--- config.mk ---
export PLATFORM = sky130hd
export DESIGN_NAME = thermal_sensor_register_bank
export DESIGN_NICKNAME = d
export VERILOG_FILES = /design/src/verilog/thermal_sensor_register_bank.v /design/src/verilog/thermal_window_flag.v
export VERILOG_INCLUDE_DIRS = /design/src /design/src/verilog
export SDC_FILE = /design/constraint.sdc
export NUM_CORES = 1
export LEC_CHECK = 0
export ABC_CLOCK_PERIOD_IN_PS = 4270
export BUFFER_PORTS_ARGS = -buffer_cell sky130_fd_sc_hd__buf_2
export CAP_MARGIN = 25
export CORE_UTILIZATION = 50
export DETAILED_ROUTE_END_ITERATION = 8
export GPL_TIMING_DRIVEN = 0
export PLACE_DENSITY = 0.69
export SYNTH_ARGS = -nofsm -noshare
export SYNTH_HDL_FRONTEND = slang
export SYNTH_HIERARCHICAL = 1
export SYNTH_SLANG_ARGS = --single-unit
--- constraint.sdc ---
create_clock -name sys_clk_i -period 4.27 [get_ports sys_clk_i]
set_clock_uncertainty 0.15 [all_clocks]
set_input_delay 1.0675 -clock sys_clk_i [delete_from_list [all_inputs] [get_ports sys_clk_i]]
set_output_delay 1.0675 -clock sys_clk_i [all_outputs]
set_load 0.005 [all_outputs]
--- src/verilog/thermal_sensor_regs.vh ---
// Purpose: Register offsets, field positions, reset values and hysteresis
//          steps for the thermal sensor register bank.
// Assumes: Temperatures are two's complement in 1/16 degree C steps.
// Notes:   Included by the bank module file only, not the flag cell; holds definitions only.
`ifndef THERMAL_SENSOR_REGS_VH
`define THERMAL_SENSOR_REGS_VH

// Selector and data widths.
`define SEL_W 8
`define REG_W 16

// Register offsets seen through the register selector.
`define ADDR_CAPABILITY 8'h00
`define ADDR_CONFIG 8'h01
`define ADDR_UPPER_LIMIT 8'h02
`define ADDR_LOWER_LIMIT 8'h03
`define ADDR_CRIT_LIMIT 8'h04
`define ADDR_TEMPERATURE 8'h05
`define ADDR_MAKER_ID 8'h06
`define ADDR_PART_ID 8'h07
`define ADDR_BUS_CONTROL 8'h22

// Reset values.
`define RST_CAPABILITY 16'h0017
`define RST_CONFIG 16'h0000
`define RST_LIMIT 16'h0000
`define RST_BUS_CONTROL 16'h0000

// Capability fields.
`define CAP_HV_STANDOFF_BIT 5
`define CAP_RES_HI 4
`define CAP_RES_LO 3
`define CAP_WIDE_RANGE_BIT 2
`define CAP_ACCURACY_BIT 1
`define CAP_BASIC_BIT 0

// Configuration fields.
`define CFG_WRITABLE_MASK 16'h07ff
`define CFG_HYST_HI 10
`define CFG_HYST_LO 9
`define CFG_CRIT_LOCK_BIT 7
`define CFG_WIN_LOCK_BIT 6

// Temperature register fields.
`define TMP_CRIT_BIT 15
`define TMP_ABOVE_BIT 14
`define TMP_BELOW_BIT 13
`define TMP_VALUE_HI 12
`define TMP_VALUE_MASK 16'h1fff

// Hysteresis selections in 1/16 degree C steps.
`define HYST_OFF 14'h0000
`define HYST_1P5 14'h0018
`define HYST_3P0 14'h0030
`define HYST_6P0 14'h0060

`endif

--- src/verilog/thermal_sensor_register_bank.v ---
// Purpose: Register bank of a module temperature sensor behind a serial
//          link engine that delivers selector bytes and 16-bit words.
// Assumes: All inputs are synchronous to sys_clk_i; the link engine acks.
// Notes:   Alarm flags are re-evaluated on every new conversion result.
`timescale 1ns/1ps
`include "thermal_sensor_regs.vh"
module thermal_sensor_register_bank #(
    // Identity words are arbitrary neutral values.
    parameter [15:0] MAKER_ID = 16'h5a5a,
    parameter [15:0] PART_ID = 16'h0c01
) (
    input wire sys_clk_i,
    input wire nrst_i,
    input wire scl_i,
    input wire sel_wr_i,
    input wire [7:0] sel_data_i,
    input wire reg_wr_i,
    input wire [15:0] reg_wdata_i,
    input wire reg_rd_i,
    input wire conv_valid_i,
    input wire [12:0] conv_temp_i,
    output reg [15:0] reg_rdata_o,
    output reg reg_rvalid_o,
    output reg wr_ack_o,
    output reg [7:0] sel_o,
    output reg [15:0] temp_reg_o,
    output reg alert_o,
    output reg in_reset_o
);

    // Sign extension of a 13-bit temperature field to the compare width.
    function [13:0] sext13;
        input [12:0] v;
        begin
            sext13 = {v[12], v};
        end
    endfunction

    // Hysteresis decode from the two-bit selection.
    function [13:0] hyst_of;
        input [1:0] sel;
        begin
            case (sel)
                2'h1: hyst_of = `HYST_1P5;
                2'h2: hyst_of = `HYST_3P0;
                2'h3: hyst_of = `HYST_6P0;
                default: hyst_of = `HYST_OFF;
            endcase
        end
    endfunction

    reg por_q;
    reg [15:0] cfg_q;
    reg [15:0] upper_q;
    reg [15:0] lower_q;
    reg [15:0] crit_q;
    reg [15:0] busctl_q;
    reg [12:0] temp_q;
    reg update_q;
    reg [15:0] cfg_d;
    reg [15:0] rd_mux;
    wire rst_int;
    wire any_lock;
    wire crit_lock;
    wire win_lock;
    wire [13:0] hyst_val;
    wire above_flag;
    wire below_flag;
    wire crit_flag;
    wire [15:0] cap_word;

    // The power-on state is entered by the reset pin and left only once the
    // serial clock has been seen high. An SCL held low at start-up therefore
    // keeps the whole bank in reset, while SCL low during a normal transfer
    // later on has no effect because por_q is already clear.
    always @(posedge sys_clk_i)
    begin
        if (!nrst_i)
        begin
            por_q <= 1'b1;
        end
        else if (scl_i)
        begin
            por_q <= 1'b0;
        end
    end

    assign rst_int = por_q;

    // Reset visibility for the link engine, which must not ack while in reset.
    always @(posedge sys_clk_i)
    begin
        if (!nrst_i)
        begin
            in_reset_o <= 1'b1;
        end
        else
        begin
            in_reset_o <= por_q;
        end
    end

    // The selector has no address of its own and is loaded by the link engine
    // with the first byte after a write address phase.
    always @(posedge sys_clk_i)
    begin
        if (rst_int)
        begin
            sel_o <= 8'h00;
        end
        else if (sel_wr_i)
        begin
            sel_o <= sel_data_i;
        end
    end

    assign crit_lock = cfg_q[`CFG_CRIT_LOCK_BIT];
    assign win_lock = cfg_q[`CFG_WIN_LOCK_BIT];
    assign any_lock = crit_lock | win_lock;
    assign hyst_val = hyst_of(cfg_q[`CFG_HYST_HI:`CFG_HYST_LO]);

    // Next configuration value. Only bits 10 to 0 are stored; the upper bits
    // are masked so they read back as zero. Lock bits freeze each other: once
    // either is set, neither may change until the bank is reset.
    always @*
    begin
        cfg_d = reg_wdata_i & `CFG_WRITABLE_MASK;
        if (any_lock)
        begin
            cfg_d[`CFG_CRIT_LOCK_BIT] = crit_lock;
            cfg_d[`CFG_WIN_LOCK_BIT] = win_lock;
        end
    end

    // Writable registers. A write to a read-only, identity or reserved address
    // falls through every branch and is still acknowledged below.
    always @(posedge sys_clk_i)
    begin
        if (rst_int)
        begin
            cfg_q <= `RST_CONFIG;
            upper_q <= `RST_LIMIT;
            lower_q <= `RST_LIMIT;
            crit_q <= `RST_LIMIT;
            busctl_q <= `RST_BUS_CONTROL;
        end
        else if (reg_wr_i)
        begin
            case (sel_o)
                `ADDR_CONFIG:
                begin
                    cfg_q <= cfg_d;
                end
                `ADDR_UPPER_LIMIT:
                begin
                    if (!win_lock)
                    begin
                        upper_q <= reg_wdata_i;
                    end
                end
                `ADDR_LOWER_LIMIT:
                begin
                    if (!win_lock)
                    begin
                        lower_q <= reg_wdata_i;
                    end
                end
                `ADDR_CRIT_LIMIT:
                begin
                    if (!crit_lock)
                    begin
                        crit_q <= reg_wdata_i;
                    end
                end
                `ADDR_BUS_CONTROL:
                begin
                    busctl_q <= reg_wdata_i;
                end
                default:
                begin
                    cfg_q <= cfg_q;
                end
            endcase
        end
    end

    // Every pointer load and every word write outside the power-on state is acknowledged one cycle later,
    // whether or not the target can store it.
    always @(posedge sys_clk_i)
    begin
        if (rst_int)
        begin
            wr_ack_o <= 1'b0;
        end
        else
        begin
            wr_ack_o <= reg_wr_i | sel_wr_i;
        end
    end

    // Conversion results are latched as they arrive; update_q then lets the
    // flag cells compare the new value against the current limits.
    always @(posedge sys_clk_i)
    begin
        if (rst_int)
        begin
            temp_q <= 13'h0000;
            update_q <= 1'b0;
        end
        else
        begin
            update_q <= conv_valid_i;
            if (conv_valid_i)
            begin
                temp_q <= conv_temp_i;
            end
        end
    end

    // Above-window flag against the upper limit.
    thermal_window_flag #(
        .CLEAR_ON_HIGH(0)
    ) u_above (
        .sys_clk_i(sys_clk_i),
        .rst_i(rst_int),
        .update_i(update_q),
        .temp_i(sext13(temp_q)),
        .limit_i(sext13(upper_q[12:0])),
        .hyst_i(hyst_val),
        .flag_o(above_flag)
    );

    // Below-window flag against the lower limit.
    thermal_window_flag #(
        .CLEAR_ON_HIGH(1)
    ) u_below (
        .sys_clk_i(sys_clk_i),
        .rst_i(rst_int),
        .update_i(update_q),
        .temp_i(sext13(temp_q)),
        .limit_i(sext13(lower_q[12:0])),
        .hyst_i(hyst_val),
        .flag_o(below_flag)
    );

    // Critical flag, using the same hysteresis as the window.
    thermal_window_flag #(
        .CLEAR_ON_HIGH(0)
    ) u_crit (
        .sys_clk_i(sys_clk_i),
        .rst_i(rst_int),
        .update_i(update_q),
        .temp_i(sext13(temp_q)),
        .limit_i(sext13(crit_q[12:0])),
        .hyst_i(hyst_val),
        .flag_o(crit_flag)
    );

    // Temperature register image and the alert pin level. Both follow the
    // flag cells so the pin can never disagree with what a read reports.
    always @(posedge sys_clk_i)
    begin
        if (rst_int)
        begin
            temp_reg_o <= 16'h0000;
            alert_o <= 1'b0;
        end
        else
        begin
            temp_reg_o <= {crit_flag, above_flag, below_flag, temp_q};
            alert_o <= crit_flag | above_flag | below_flag;
        end
    end

    // Capability word built from named fields; all bits are constants.
    assign cap_word = {10'h000,
                       1'b0,
                       2'h2,
                       1'b1,
                       1'b1,
                       1'b1};

    // Read multiplexer. Anything not decoded, the reserved ranges included,
    // returns zero; the selector itself is write-only and has no read path.
    always @*
    begin
        case (sel_o)
            `ADDR_CAPABILITY: rd_mux = cap_word;
            `ADDR_CONFIG: rd_mux = cfg_q & `CFG_WRITABLE_MASK;
            `ADDR_UPPER_LIMIT: rd_mux = upper_q;
            `ADDR_LOWER_LIMIT: rd_mux = lower_q;
            `ADDR_CRIT_LIMIT: rd_mux = crit_q;
            `ADDR_TEMPERATURE: rd_mux = temp_reg_o;
            `ADDR_MAKER_ID: rd_mux = MAKER_ID;
            `ADDR_PART_ID: rd_mux = PART_ID;
            `ADDR_BUS_CONTROL: rd_mux = busctl_q;
            default: rd_mux = 16'h0000;
        endcase
    end

    // Read data is registered so the link engine shifts out a stable word
    // even if a conversion lands during the transfer.
    always @(posedge sys_clk_i)
    begin
        if (rst_int)
        begin
            reg_rdata_o <= 16'h0000;
            reg_rvalid_o <= 1'b0;
        end
        else
        begin
            reg_rvalid_o <= reg_rd_i;
            if (reg_rd_i)
            begin
                reg_rdata_o <= rd_mux;
            end
        end
    end

endmodule

--- src/verilog/thermal_window_flag.v ---
// Purpose: One alarm flag with hysteresis, updated per conversion result.
// Assumes: Temperature, limit and hysteresis share 14-bit signed 1/16 C units.
// Notes:   CLEAR_ON_HIGH selects the below-window sense of the flag.
`timescale 1ns/1ps
module thermal_window_flag #(
    parameter CLEAR_ON_HIGH = 0
) (
    input wire sys_clk_i,
    input wire rst_i,
    input wire update_i,
    input wire signed [13:0] temp_i,
    input wire signed [13:0] limit_i,
    input wire signed [13:0] hyst_i,
    output reg flag_o
);

    wire signed [13:0] release_point;

    // Threshold lowered by the selected hysteresis.
    assign release_point = limit_i - hyst_i;

    // The flag only moves when a new result is latched, so limit writes between
    // conversions never cause a glitch on the alarm.
    always @(posedge sys_clk_i)
    begin
        if (rst_i)
        begin
            flag_o <= 1'b0;
        end
        else if (update_i)
        begin
            if (CLEAR_ON_HIGH != 0)
            begin
                if (temp_i >= limit_i)
                begin
                    flag_o <= 1'b0;
                end
                else if (temp_i <= release_point)
                begin
                    flag_o <= 1'b1;
                end
            end
            else
            begin
                if (temp_i > limit_i)
                begin
                    flag_o <= 1'b1;
                end
                else if (temp_i <= release_point)
                begin
                    flag_o <= 1'b0;
                end
            end
        end
    end

endmodule
==> impl_metrics.tcl <==
set metrics [dict create \
    status "completed" \
    r2r_slack_ps 220 \
    hold_depth 2 \
    pre_cts_slack_ps 136 \
    firstDrtPassIters 6 \
    hpwl_um 23000 \
    hold_viol_final 0 \
    synthesis.area_sq_um 9870 \
    cp_slowest_stage_delay_ps 380 \
    syn_to_final_growth_pct 15.0 \
    grt_max_degree 17 \
    drive_gt1_share_pct 12.5 \
    die_x_um 143 \
    drtAntennaViolNets 0 \
    route.detailed.wl_per_inst_um 18.4 \
    worst_slack_ps 225 \
    htreeDepth 4 \
    track_usage_pct 29.6 \
    clk_pin_slew_ps 60 \
    portBuffers 85 \
    hp-class "reg -> reg" \
    cts_tree "built" \
    final_area_sq_um 11300 \
    cp-end-kind "register" \
    r2r_cells 16 \
    slew_headroom_pct 35.4 \
    core_sq_um 19400 \
    grt-ovfl-total 0 \
    post-route-period-util_pct 94.7 \
    synth.distinct_cells 84 \
    pwr-share-comb_pct 15.9 \
    numClockSinks 137 \
    cp.arrival_ps 4210 \
    nFillCells 1842 \
    crit_path_frequent_cell "ha_1" \
    antenna_found_initial 0 \
    seq_area_frac_synth_pct 27.8 \
    peakVddDrop_uv 252 \
    place_congestion 0.948 \
    synth_edf_count 0 \
    start_util_pct 50.9 \
    cp_max_fo 5 \
    finalMaxSlewViolations 0 \
    place_area_sq_um 10800 \
    clkPwrFrac_pct 42.9 \
    die_h_um 143 \
    power.switching_mw 0.996 \
    crit_type "reg -> reg" \
    viasPerCell 5.71 \
    cts-root-buf "clkbuf_16" \
    async_flop_share_pct 0 \
    cp_slowest_cell "dfxtp_4" \
    ys_ff_latch 137 \
    required_ps 4430 \
    cts_buffer_depth 2 \
    timing.rr.start "cfg_q[9]" \
    grt_pass1_wl_um 45700 \
    final_net_count 1493 \
    cts_hold_buf 0 \
    setup_viol 0 \
    grt_pass1_vias 8451 \
    worst_slew_pin_slew_ps 968 \
    seq_power_share_pct 41.2 \
    power_mw 3.28 \
    fmax_mhz 247 \
    rows 51 \
    cap_violations 0 \
    vias 9126 \
    worstSkewPairLatency_ps 430 \
    io-pin-count 88 \
    tritoncts.num_buffers 17 \
    synth.avg_cell_area_sq_um 8.34 \
    syn_inst 1183 \
    yosys_most_used_dff "dfxtp_1" \
    yosysWarnings 6 \
    setup_tns_ps 0 \
    cp_top_family "compound AO/OA/AOI/OAI gates" \
    path_cells "inv_1 -> ha_1 -> or2_2 -> inv_1 -> ha_1 -> and4_1 -> o21a_1 -> o31a_1 -> o21a_1 -> a311o_1 -> ha_1 -> a21oi_1 -> o21ai_0 -> a211o_1 -> mux2i_1 -> a311o_1" \
    min_period_ps 4050 \
    startpoint_type "register" \
    diodes 0 \
    swShare_pct 30.4 \
    wl_um 29400 \
    placed_cells 1566 \
    power_density_nw_per_um2 289 \
    fp.dieArea_sq_um 20300 \
    r2r_end "u_crit/flag_o" \
    hold_end "reg_rdata_o[12]" \
    drtIter0Drc 747 \
    rsz0062_at_grt "false" \
    drc_errors 0 \
    hp-start "reg_rdata_o[12]" \
    intPower_mw 2.28 \
    power.leakage_nw 4.99 \
    cp_num_buf_inv 2 \
    stdcell_count 1598 \
]
[worst max path at each step]
| stage | depth (start not counted) | start | endpoint | slack (ps) |
|---|---|---|---|---|
| 2_1_floorplan | 15 | cfg_q[9] | u_crit/flag_o | 600 |
| 3_3_place_gp | 15 | cfg_q[9] | u_crit/flag_o | 160 |
| 3_5_place_dp | 15 | cfg_q[9] | u_crit/flag_o | 140 |
| 4_1_cts | 15 | cfg_q[9] | u_crit/flag_o | 110 |
| 5_1_grt | 17 | cfg_q[9] | u_crit/flag_o | 10 |
| 6_report | 16 | cfg_q[9] | u_crit/flag_o | 220 |
[cells in the final DEF (no fill, tap or decap), types with 5 or more instances in the layout]
cell and n:
or3_1 5, xor2_1 14, nand3_1 22, a31oi_1 8, ha_1 124, buf_2 99
a211oi_1 10, clkbuf_16 17, nor4_1 8, xnor2_1 17, nand2_1 126, nor2_1 86
clkbuf_1 28, a21oi_1 78, o21ai_1 7, dfxtp_1 135, nand3b_1 10, nand2b_1 16
conb_1 33, mux2_2 8, a21o_1 19, nor2b_1 34, o21a_1 7, nor4bb_1 6
inv_1 107, o21ai_0 31, and4_1 10, nand4_1 17, a221oi_1 5, nor3_1 27
mux2i_1 93
[Yosys cell counts (4+ instances only)]
cell type  number  area (sq um)
nand3b_1       10          75.1
ha_1          126          1580
o21bai_1        4          30.0
a22o_1          4          35.0
a32oi_1         4          35.0
o211ai_1        4          30.0
a22oi_1         4          30.0
a211oi_1       10          75.1
and4_1         10          87.6
nor3_1         27           135
or2_2           4          25.0
nand2_1       126           473
o21ai_1         7          35.0
xor2_1         14           123
xnor2_1        17           149
nor2_1         86           323
clkbuf_1       27           101
a21o_1         19           143
dfxtp_1       137          2740
nand4_1        17           106
or3_1           5          31.3
a21oi_1        79           395
o21ai_0        31           155
a31oi_1         8          50.1
nand2b_1       16           100
nor4_1          8          50.1
mux2_2          8          90.1
a221oi_1        5          43.8
nand3_1        22           110
buf_2          13          65.1
nor3_2          4          40.0
o21a_1          7          52.6
nor4bb_1        6          60.1
mux2i_1        93           931
nor2b_1        34           213
inv_1         107           402
[per-stage QoR]
step	hold slack [ps]	util [%]
3_5_place_dp	293	55.4
3_3_place_gp	285	55.4
5_1_grt	328	58.5
4_1_cts	305	58.3
6_report	303	58.5
2_1_floorplan	281	-
[sequential cells by signal, indices dropped and copies added, names as in the netlist, 8 cells and up]
signal       cells
crit_q          16
temp_reg_o      16
lower_q         16
temp_q          13
cfg_q           11
busctl_q        16
sel_o            8
reg_rdata_o     16
upper_q         16
[metal layers]
| layer | vias to the layer above | part of all wire [%] | GRT usage (%) |
|---|---|---|---|
| met5 | - | 0 | 0 |
| met4 | 0 | 3.4 | 11.8 |
| met3 | 68 | 7.2 | 5.15 |
| met2 | 358 | 46 | 49.2 |
| met1 | 4248 | 43 | 38.0 |
| li1 | 4452 | - | - |
[layout make-up]
type	instances	area (sq um)	area share, %
Multi-Input combinational cell	924	6670	58.7
Timing Repair Buffer	86	430	3.79
Sequential cell	137	2750	24.2
Buffer	45	200	1.76
Inverter	109	409	3.61
Clock buffer	18	429	3.78
Clock inverter	14	135	1.19
Tap cell	265	332	2.92
[cells by family after synthesis]
logic type / share of synthesized area, %
DFF: 27.8
AOI/OAI and AO/OA: 15.7
xor gates and xnor gates: 2.75
and+or+nand+nor: 20.6
adders and majority gates: 16.6
buffers and inverters: 6.17
muxes: 10.3
other: 0.0380
[worst reg2reg max path, delay by kind of cell (launching register included)]
family | cells | cell delay [ps]
fa+ha+maj | 3 | 760
simple gates | 2 | 530
buf+inv | 2 | 160
compound gates | 8 | 1800
flops | 1 | 380
mux | 1 | 170
[what timing repair did]
item | in CTS | in global routing
gates resized for setup | 0 | 8
setup endpoints to repair | 0 | 1
setup buffers | 0 | 0
[power groups by stage]
stage	Clock (mW)	Combinational, mW	Sequential (mW)
2_1_floorplan	0	0.362	1.36
3_3_place_gp	0	0.498	1.38
3_5_place_dp	0	0.507	1.38
4_1_cts	1.41	0.510	1.35
5_1_grt	1.48	0.580	1.35
6_report	1.41	0.522	1.35
(Power assumes the default switching activity.)
